[src/rtl/dsc_regs.vh]
// Purpose: register map and field constants for the decoder status and input config bank
// Assumes: apb with 32-bit data, one aligned word per register
// Notes: register offsets are local choices; data sits in the low bits
//
// Function
// mode status copies control mode request bit
// form from request or header by auto bit
// mode/form pair encodes sector type
// uncorrectable conditions force form status to one
// two-bit next-frame form preview with error bit
// mode preview bits ored with erasure flag
// preview top bit marks mode above seven
// reading validity status clears decoder interrupt
// invalid flag in bit seven after reads
// bit five shows correction performed
// reset register write reinitialises, sets host mode
// hardware reset loads host select 111
// tri-state pins float after reset unless read strobe; code floats them after hardware reset even with strobe low
// host select decode of three modes
// ten-bit subcode address in low/high registers
// bit seven selects serial input format
// bits six/five select oversampling factor
// bit four selects subcode input format
// bit three switches subcode port on
// bit two selects raw subcode
// bit one enters buffer ram test
// subcode timing uses oversampling from config
// erasure flag comes from erasure input
// reserved bits read zero, writes ignored
`ifndef DSC_REGS_VH
`define DSC_REGS_VH

// ----------------------------------------
// register byte offsets
// ----------------------------------------
`define DSC_FRAME_STATUS_OFS  12'h000
`define DSC_VALID_STATUS_OFS  12'h004
`define DSC_SOFT_RESET_OFS    12'h008
`define DSC_SUB_ADDR_L_OFS    12'h00c
`define DSC_SUB_ADDR_H_OFS    12'h010
`define DSC_INPUT_CFG_OFS     12'h014
`define DSC_CONTROL_ONE_OFS   12'h018
`define DSC_CONTROL_ZERO_OFS  12'h01c
`define DSC_DECODER_STAT_OFS  12'h020

// ----------------------------------------
// fields and reset values
// ----------------------------------------
`define DSC_DECODER_CONTROL_ONE_MODE_BIT    3
`define DSC_DECODER_CONTROL_ONE_FORM_BIT    2
`define DSC_DECODER_CONTROL_ONE_MCHK_BIT    1
`define DSC_DECODER_CONTROL_ZERO_AUTO_BIT    0
`define DSC_VALID_BIT         7
`define DSC_CORRECTION_DONE_FLAG_BIT          5
`define DSC_HSEL_RESET        3'h7
`define DSC_HSEL_COMPAT_A     3'h0
`define DSC_HSEL_ATAPI        3'h1
`define DSC_HSEL_COMPAT_B     3'h2
`define DSC_HSEL_UNKNOWN      3'h3
`define DSC_INCFG_MASK        8'hfe
`define DSC_SUB_H_MASK        8'h03

`endif

[src/rtl/dsc_status_config.v]
// Purpose: decoder status, soft reset/host select, subcode address and input path config
// Assumes: decoder core delivers frame events and header bytes on pclk
// Notes: apb slave answers with no wait states; unmapped reads return zero with pslverr
`timescale 1ns/1ps
`default_nettype none
`include "dsc_regs.vh"

module dsc_status_config (
  // clock and reset
  input  wire        pclk,
  input  wire        presetn,
  // apb slave
  input  wire        psel,
  input  wire        penable,
  input  wire        pwrite,
  input  wire [11:0] paddr,
  input  wire [31:0] pwdata,
  output reg  [31:0] prdata,
  output wire        pready,
  output wire        pslverr,
  // decoder core events, one-cycle pulses at frame end
  input  wire        frame_done,
  input  wire        ecc_performed,
  input  wire        illegal_sync_flag,
  input  wire        long_block_flag,
  input  wire        submode_error,
  input  wire        mode_mismatch,
  input  wire        mode_byte_error,
  input  wire        form2_detected,
  input  wire        hdr_form_bit,
  // next block header preview
  input  wire        next_hdr_valid,
  input  wire [7:0]  next_mode_byte,
  input  wire        next_form_bit,
  input  wire        next_form_err,
  // erasure pin from disc decoder
  input  wire        erasure_input,
  // host pin
  input  wire        host_read_strobe_n,
  // outputs
  output reg         decoder_interrupt,
  output wire        soft_reset_pulse,
  output wire [2:0]  host_select,
  output wire        host_mode_compat_a,
  output wire        host_mode_atapi,
  output wire        host_mode_compat_b,
  output wire        host_pins_oe,
  output wire [9:0]  subcode_block_address,
  output wire        serial_format_select,
  output wire [2:0]  oversample_factor,
  output wire        subcode_input_format,
  output wire        subcode_port_enable,
  output wire        subcode_raw_select,
  output wire        buffer_ram_test
);

  // ----------------------------------------
  // pin synchronisers
  // ----------------------------------------
  reg [1:0] era_sync_q;
  reg [1:0] hrd_sync_q;

  always @(posedge pclk or negedge presetn) begin
    if (!presetn) begin
      era_sync_q <= 2'h0;
      hrd_sync_q <= 2'h3;
    end else begin
      era_sync_q <= {era_sync_q[0], erasure_input};
      hrd_sync_q <= {hrd_sync_q[0], host_read_strobe_n};
    end
  end

  // erasure flag source
  wire erasure_flag = era_sync_q[1];

  // ----------------------------------------
  // bus decode
  // ----------------------------------------
  wire wr_en = psel & penable & pwrite;
  wire rd_en = psel & penable & ~pwrite;

  function is_ofs;
    input [11:0] a;
    input [11:0] o;
    begin
      is_ofs = (a == o);
    end
  endfunction

  wire hit_frame = is_ofs(paddr, `DSC_FRAME_STATUS_OFS);
  wire hit_valid = is_ofs(paddr, `DSC_VALID_STATUS_OFS);
  wire hit_reset = is_ofs(paddr, `DSC_SOFT_RESET_OFS);
  wire hit_subl  = is_ofs(paddr, `DSC_SUB_ADDR_L_OFS);
  wire hit_subh  = is_ofs(paddr, `DSC_SUB_ADDR_H_OFS);
  wire hit_incfg = is_ofs(paddr, `DSC_INPUT_CFG_OFS);
  wire hit_ctl1  = is_ofs(paddr, `DSC_CONTROL_ONE_OFS);
  wire hit_ctl0  = is_ofs(paddr, `DSC_CONTROL_ZERO_OFS);
  wire hit_dstat = is_ofs(paddr, `DSC_DECODER_STAT_OFS);
  wire hit_any   = hit_frame | hit_valid | hit_reset | hit_subl | hit_subh
                 | hit_incfg | hit_ctl1 | hit_ctl0 | hit_dstat;

  assign pready  = 1'b1;
  assign pslverr = psel & penable & ~hit_any;

  // write to reset register
  wire soft_rst = wr_en & hit_reset;
  assign soft_reset_pulse = soft_rst;

  // ----------------------------------------
  // software registers
  // ----------------------------------------
  reg [2:0] hsel_q;
  reg [7:0] ctl1_q;
  reg       ctl0_auto_q;
  reg [9:0] sub_addr_q;
  reg [7:0] incfg_q;

  always @(posedge pclk or negedge presetn) begin
    if (!presetn) begin
      // hardware reset host select
      hsel_q      <= `DSC_HSEL_RESET;
      ctl1_q      <= 8'h00;
      ctl0_auto_q <= 1'b0;
      sub_addr_q  <= 10'h000;
      incfg_q     <= 8'h00;
    end else if (soft_rst) begin
      // reinit and adopt mode
      hsel_q      <= pwdata[2:0];
      ctl1_q      <= 8'h00;
      ctl0_auto_q <= 1'b0;
      sub_addr_q  <= 10'h000;
      incfg_q     <= 8'h00;
    end else if (wr_en) begin
      if (hit_ctl1) begin
        ctl1_q <= pwdata[7:0];
      end
      if (hit_ctl0) begin
        ctl0_auto_q <= pwdata[`DSC_DECODER_CONTROL_ZERO_AUTO_BIT];
      end
      // ten-bit split address
      if (hit_subl) begin
        sub_addr_q[7:0] <= pwdata[7:0];
      end
      if (hit_subh) begin
        sub_addr_q[9:8] <= pwdata[1:0];
      end
      // reserved bit dropped
      if (hit_incfg) begin
        incfg_q <= pwdata[7:0] & `DSC_INCFG_MASK;
      end
    end
  end

  // ----------------------------------------
  // current frame status
  // ----------------------------------------
  reg form_q;
  reg correction_done_flag_q;
  reg valid_bad_q;
  reg [3:0] rmod_q;
  reg [1:0] rform_q;

  // preview from mode byte and erasure
  wire [3:0] rmod_d = {(|next_mode_byte[7:3]) | erasure_flag,
                       next_mode_byte[2:0] | {3{erasure_flag}}};

  // forced uncorrectable conditions
  wire force_form = illegal_sync_flag | long_block_flag | form2_detected | submode_error
                  | (ctl1_q[`DSC_DECODER_CONTROL_ONE_MCHK_BIT] & (mode_mismatch | mode_byte_error));

  // form source selection
  wire req_form = ctl0_auto_q ? hdr_form_bit : ctl1_q[`DSC_DECODER_CONTROL_ONE_FORM_BIT];

  wire stat_rd = rd_en & hit_valid;
  wire frame_rd = rd_en & hit_frame;

  // ----------------------------------------
  // decoder register read tracking
  // ----------------------------------------
  reg seen_frame_q;

  // invalid at reset, otherwise only after the frame status and then the validity status were read;
  // a read that races a new frame saw stale data, so the frame clears it
  always @(posedge pclk or negedge presetn) begin
    if (!presetn) begin
      seen_frame_q <= 1'b0;
    end else if (soft_rst | frame_done) begin
      seen_frame_q <= 1'b0;
    end else if (frame_rd) begin
      seen_frame_q <= 1'b1;
    end
  end

  always @(posedge pclk or negedge presetn) begin
    if (!presetn) begin
      form_q            <= 1'b0;
      correction_done_flag_q            <= 1'b0;
      valid_bad_q       <= 1'b1;
      rmod_q            <= 4'h0;
      rform_q           <= 2'h0;
      decoder_interrupt <= 1'b0;
    end else if (soft_rst) begin
      form_q            <= 1'b0;
      correction_done_flag_q            <= 1'b0;
      valid_bad_q       <= 1'b1;
      rmod_q            <= 4'h0;
      rform_q           <= 2'h0;
      decoder_interrupt <= 1'b0;
    end else begin
      if (frame_done) begin
        // force beats requested form
        form_q      <= req_form | force_form;
        // correction performed flag
        correction_done_flag_q      <= ecc_performed;
        // valid after new frame
        valid_bad_q <= 1'b0;
      end else if (stat_rd & seen_frame_q) begin
        // invalid once read out
        valid_bad_q <= 1'b1;
      end
      // read clears, new event wins
      if (frame_done) begin
        decoder_interrupt <= 1'b1;
      end else if (stat_rd) begin
        decoder_interrupt <= 1'b0;
      end
      if (next_hdr_valid) begin
        rmod_q  <= rmod_d;
        // form preview with error bit
        rform_q <= {next_form_err, next_form_bit & ~next_form_err};
      end
    end
  end

  // ----------------------------------------
  // read data
  // ----------------------------------------
  // mode copy and pair encoding
  wire [7:0] frame_status = {rmod_q, ctl1_q[`DSC_DECODER_CONTROL_ONE_MODE_BIT], form_q, rform_q};
  wire [7:0] valid_status = {valid_bad_q, 1'b0, correction_done_flag_q, 5'h00};

  always @(posedge pclk or negedge presetn) begin
    if (!presetn) begin
      prdata <= 32'h0000_0000;
    end else if (psel & ~penable & ~pwrite) begin
      // reserved reads zero
      case (1'b1)
        hit_frame: begin
          prdata <= {24'h000000, frame_status};
        end
        hit_valid: begin
          prdata <= {24'h000000, valid_status};
        end
        hit_subl: begin
          prdata <= {24'h000000, sub_addr_q[7:0]};
        end
        hit_subh: begin
          prdata <= {30'h00000000, sub_addr_q[9:8]};
        end
        hit_incfg: begin
          prdata <= {24'h000000, incfg_q};
        end
        hit_ctl1: begin
          prdata <= {24'h000000, ctl1_q};
        end
        hit_ctl0: begin
          prdata <= {31'h00000000, ctl0_auto_q};
        end
        hit_dstat: begin
          prdata <= {29'h00000000, hsel_q};
        end
        default: begin
          prdata <= 32'h0000_0000;
        end
      endcase
    end
  end

  // ----------------------------------------
  // host mode and input path outputs
  // ----------------------------------------
  assign host_select = hsel_q;

  function hsel_is;
    input [2:0] sel;
    input [2:0] code;
    begin
      hsel_is = (sel == code);
    end
  endfunction

  // next host select, same priority as the register update
  reg [2:0] hsel_d;

  always @* begin
    hsel_d = hsel_q;
    if (soft_rst) begin
      hsel_d = pwdata[2:0];
    end
  end

  reg mode_a_q;
  reg mode_atapi_q;
  reg mode_b_q;

  // decodes flopped from the next value so they never lag host_select
  always @(posedge pclk or negedge presetn) begin
    if (!presetn) begin
      mode_a_q     <= 1'b0;
      mode_atapi_q <= 1'b0;
      mode_b_q     <= 1'b0;
    end else begin
      // host select decode
      mode_a_q     <= hsel_is(hsel_d, `DSC_HSEL_COMPAT_A);
      mode_atapi_q <= hsel_is(hsel_d, `DSC_HSEL_ATAPI);
      mode_b_q     <= hsel_is(hsel_d, `DSC_HSEL_COMPAT_B);
    end
  end

  assign host_mode_compat_a = mode_a_q;
  assign host_mode_atapi    = mode_atapi_q;
  assign host_mode_compat_b = mode_b_q;
  // float pins unless read strobe low; reserved and unknown modes float too
  assign host_pins_oe = (mode_a_q | mode_atapi_q | mode_b_q) & ~hrd_sync_q[1];

  // ----------------------------------------
  // oversampling factor
  // ----------------------------------------
  function [2:0] ovs_decode;
    input [1:0] code;
    begin
      case (code)
        2'h1: begin
          ovs_decode = 3'h2;
        end
        2'h2: begin
          ovs_decode = 3'h4;
        end
        default: begin
          ovs_decode = 3'h1;
        end
      endcase
    end
  endfunction

  reg [2:0] ovs_q;

  // one cycle behind the config write; subcode timing tolerates it
  always @(posedge pclk or negedge presetn) begin
    if (!presetn) begin
      ovs_q <= 3'h1;
    end else begin
      ovs_q <= ovs_decode(incfg_q[6:5]);
    end
  end

  assign subcode_block_address = sub_addr_q;
  // serial format select
  assign serial_format_select = incfg_q[7];
  // oversample factor, code 11 treated as none
  assign oversample_factor = ovs_q;
  // subcode input format
  assign subcode_input_format = incfg_q[4];
  // subcode port enable
  assign subcode_port_enable  = incfg_q[3];
  // raw subcode select
  assign subcode_raw_select   = incfg_q[2];
  // buffer ram test
  assign buffer_ram_test      = incfg_q[1];

endmodule // dsc_status_config
`default_nettype wire

[config.mk]
export PLATFORM = sky130hd
export DESIGN_NAME = dsc_status_config
export DESIGN_NICKNAME = d
export VERILOG_FILES = /design/src/rtl/dsc_status_config.v
export VERILOG_INCLUDE_DIRS = /design/src /design/src/rtl
export SDC_FILE = /design/constraint.sdc
export NUM_CORES = 1
export LEC_CHECK = 0
export CORE_MARGIN = 2
export CORE_UTILIZATION = 55
export DETAILED_ROUTE_END_ITERATION = 6
export DONT_BUFFER_PORTS = 1
export MAX_ROUTING_LAYER = met4
export PLACE_DENSITY = 0.68
export SYNTH_ARGS = -nofsm -noshare
export SYNTH_HDL_FRONTEND = slang
export SYNTH_SLANG_ARGS = --single-unit
[constraint.sdc]
create_clock -name pclk -period 3.6 [get_ports pclk]
set_input_delay 0.9 -clock pclk [delete_from_list [all_inputs] [get_ports pclk]]
set_output_delay 0.9 -clock pclk [all_outputs]
set_load 0.03 [all_outputs]
# After elaboration in Yosys (flattened, before gate mapping)
# Cells that the tools add are included.
# W data, S select, Z words.
[op_classes] bitwise=37 muxes=40 n_reduce_logical=19 n_eq_ne=12
[ops] op="$mux W8" count=13
[ops] op="$eq A12 B5 Y1 const B" count=4
[ops] op="$eq A12 B4 Y1 const B" count=2
[ops] op="$mux W10" count=2
[ops] op="$or A1 B1 Y1" count=18
[ops] op="$reduce_bool A2 Y1" count=9
[ops] op="$mux W1" count=16
[ops] op="$and A1 B1 Y1" count=13
[ops] op="$eq A12 B3 Y1 const B" count=1
[ops] op="$eq A12 B6 Y1 const B" count=1
[ops] op="$logic_not A12 Y1" count=1
[ops] op="$reduce_and A2 Y1" count=5
[ops] op="$mux W3" count=3
[ops] op="$mux W4" count=2
[ops] op="$mux W2" count=3
[ops] op="$pmux W3 S2" count=1
[ops] op="$reduce_bool A3 Y1" count=2
[ops] op="$not A1 Y1" count=5
[ops] op="$reduce_or A5 Y1" count=1
[ops] op="$eq A3 B1 Y1 const B" count=1
[ops] op="$eq A3 B2 Y1 const B" count=1
[ops] op="$logic_not A3 Y1" count=1
[ops] op="$or A3 B3 Y3" count=1
[ops] op="$eq A2 B1 Y1 const B" count=1
[ops] op="$eq A2 B2 Y1 const B" count=1
[totals] inputBits=71 reg_bits=83 word_cells=128

# Longest topological paths before layout
[logic_depth] ltp_word=11 mapped_depth=7

# Worst setup path before layout
# No wires, ideal clock.
[synth_path] path_type="input to output" start="input port paddr[1]" end="output port soft_reset_pulse" arrival_time_ns=2.249 required_time_ns=2.700 cell_stages=6 setup_slack_ns=0.451 cell_sequence="nor4_4 > nand3_2 > or4_4 > buf_6 > inv_6 > buf_6"
[synth_between] elab_chain_cells=2
[synth_rtl] element="start: declaration" line_no="dsc_status_config.v:16" rtl="input wire [11:0] paddr,"
[synth_rtl] element="$eq A12 B4 Y1" line_no="dsc_status_config.v:86" rtl="is_ofs = (a == o);"
[synth_rtl] element="$and A1 B1 Y1" line_no="dsc_status_config.v:106" rtl="wire soft_rst = wr_en & hit_reset;"
[synth_rtl] element="end: declaration" line_no="dsc_status_config.v:42" rtl="output wire soft_reset_pulse,"
# No other way between the ends.

# Final worst setup path
# Ends and elaborated chain as after synthesis.

==> flow_summary_export.csv <==
group,metric,value,unit
routing,antenna_left,0,
setup_path,required,2.70,ns
place,io_buffers,0,
cts,cts_sinks,58,
setup_path,cp_data_arrival_time,2.27,ns
routing,vias,2354,
layout,layout_common_cells,"73 x nand2_1, 51 x dfrtp_1, 34 x nor2_1",
routing,drt-total-wl,6.81,mm
power_and_ir_drop,power_density,447,nW/um^2
layout,drive_gt1_frac,0.0904,
setup_path,cp-start-kind,"input port",
setup_path,crit_fanout,16,
grt,grt_overflow,0,
layout,fillCellCount,512,
die,rows,27,
timing,clock_skew,0.00894,ns
setup_path,critPathCaptureType,"output pin",
layout,final_common_cell,"nand2_1",
timing,finalWorstSetupSlack,0.432,ns
setup_path,crit_buf_inv,1,
timing,timing.slew.headroom,0.604,
cts,cts_setup_buffers,0,
die,dieArea,6140,um^2
grt,grt_pass1_vias,2145,
power_and_ir_drop,p_leak,0.00138,uW
synth,yosysTopAreaCell,"dfrtp_1",
layout,diodes,0,
grt,grt_antenna_before_repair,0,
synth,synth_seq_cells,58,
setup_path,critical_path.cell_chain,"nor4_4, nand3_2, or4_4, inv_6",
layout,area_growth,4.28,%
timing,hold_slack,0.254,ns
grt,grt_max_degree,59,
cts,cts_tree,"yes",
routing,viasPerCell,5.67,
die,ios,132,
synth,synth_top_area_share,0.420,
timing,slew_violations,0,
place,place.gp.congestion,0.893,
layout,multiInputGateArea,1360,um^2
die,die_y,78.4,um
setup_path,slowest_delay,0.67,ns
layout,regArea,1460,um^2
timing,final_hold_viol_count,0,
layout,stdcell_area,3170,um^2
synth,syn_area,3040,um^2
flow_run,cap_violations,0,
timing,fin_crit,3.17,ns
synth,ys_types,49,
die,initial_core_util,0.559,
hold_path,hold_path_class,"input port to async pin",
synth,ys_warn_count,0,
timing,fin_setup_tns,0,ns
place,pre_cts_ws,0.435,ns
power_and_ir_drop,vdd_drop_max,0.272,mV
timing,worstMarginPinSlew,0.591,ns
die,core,5440,um^2
timing,rsz0062_at_grt,"no",
routing,wire_per_inst,16.4,um
routing,drt_iter0_markers,88,
routing,first_pass_iters,5,
cts,clk_latency,0.34,ns
synth,yosysSeqAreaShare,0.480,
setup_path,critPathSlowestCell,"or4_4",
place,place_area,2950,um^2
cts,clk_pin_slew,0.07,ns
outcome,status,"completed",
synth,synth_area_leaders,"dfrtp_1 42%, nand2_1 9.0%, buf_4 6.7%, dfstp_2 6.0%, o21ai_0 4.8%",
cts,cts_max_path_buffers,2,
timing,fmax,0.316,GHz
routing,drcViolationCount,0,
setup_path,crit_family,"simple AND/OR/NAND/NOR gates",
setup_path,critPathKind,"input port to output pin",
synth,synth_edf_count,0,
synth,async_reset_ff_frac,1.00,
layout,fin_nets,411,
cts,cts_max_level,3,
grt,track_usage,0.248,
grt,grt_pass1_wl,11.2,mm
cts,ctsHoldBuffers,0,
place,detailed_place_hpwl,4.89,mm
cts,cts_made_buffers,9,
die,die_w,78.4,um
synth,avgSynthCellArea,8.87,um^2
timing,setup_viol,0,
power_and_ir_drop,power,1420,uW
cts,cts_resized,0,
timing,period_share,0.880,
synth,ys.flop_type,"dfrtp_1",
synth,netlist_instances,343,
cts,root_buffer,"clkbuf_8",
-- routing by layer --
layer,wire length (um),vias to the layer above,global-route usage
li1,-,1122,-
met1,3010,1130,0.338
met2,3140,95,0.340
met3,591,7,0.0851
met4,69,0,0.100
met5,0,-,-
-- cell families after synthesis --
logic type	share of synthesized area
other	0.00247
muxes	0.0263
DFF	0.480
buffers and inverters	0.100
AOI/OAI and AO/OA	0.141
adders and majority gates	0.00823
and+or+nand+nor	0.242
-- path summary, 6_finish.rpt --
kind	from	to	slack (ns)	cells after the start
hold reg to reg	era_sync_q[0]$_DFF_PN0_	era_sync_q[1]$_DFF_PN0_	0.35	0
setup / recovery	paddr[1]	soft_reset_pulse	0.43	4
min in group pclk	era_sync_q[0]$_DFF_PN0_	era_sync_q[1]$_DFF_PN0_	0.35	0
max in group asynchronous	presetn	hrd_sync_q[0]$_DFF_PN1_	3.16	0
hold / removal	presetn	ctl1_q[4]$_DFFE_PN0P_	0.25	0
setup reg to reg	subcode_block_address[9]$_DFFE_PN0P_	prdata[1]$_DFFE_PN0P_	2.11	5
-- worst reg2reg max path, stage by stage (launching register included) --
cell     delay, ns
dfrtp_1       0.54
mux2i_1       0.14
nor3_1        0.17
a311o_1       0.15
a22oi_1       0.07
o41ai_1       0.31
-- cell type report --
| class | instances | share of cell area |
|---|---|---|
| Tap cell | 72 | 0.0284 |
| Sequential cell | 58 | 0.460 |
| Clock inverter | 5 | 0.0245 |
| Timing Repair Buffer | 2 | 0.00473 |
| Inverter | 5 | 0.00750 |
| Clock buffer | 11 | 0.0446 |
| Multi-Input combinational cell | 262 | 0.430 |
-- report_power, final --
part / internal, uW / switching, uW / total [uW]
Combinational: 21.5 / 61.5 / 83.0
Clock: 406 / 251 / 657
Sequential: 665 / 12.2 / 677
-- state kept, by name, indices dropped and copies added (netlist names), 2 cells and up --
signal	count
hrd_sync_q	2
era_sync_q	2
ctl1_q	8
oversample_factor	3
subcode_block_address	10
rmod_q	4
host_select	3
prdata	8
rform_q	2
incfg_q	7
-- stage by stage --
| step | util | instances |
|---|---|---|
| 4_1_cts | 0.583 | 415 |
| 3_5_place_dp | 0.543 | 399 |
| 5_1_grt | 0.583 | 415 |
| 6_report | 0.583 | 415 |
| 2_1_floorplan | - | 366 |
| 3_3_place_gp | 0.543 | 399 |
-- Yosys cell counts (all sizes together), types with 3 or more instances --
library cell,number
dfstp,7
mux2i,8
dfrtp,51
nor3,9
buf,33
nand3,14
nor2b,3
nor2,34
and3,4
and2,4
o21ai,30
a22oi,4
or3,4
o211ai,3
nand2,73
inv,5
a21oi,10
a31oi,3
nor4,6
nand2b,3
a211oi,4
clkbuf,8
Power figures use the tool's default switching activity.
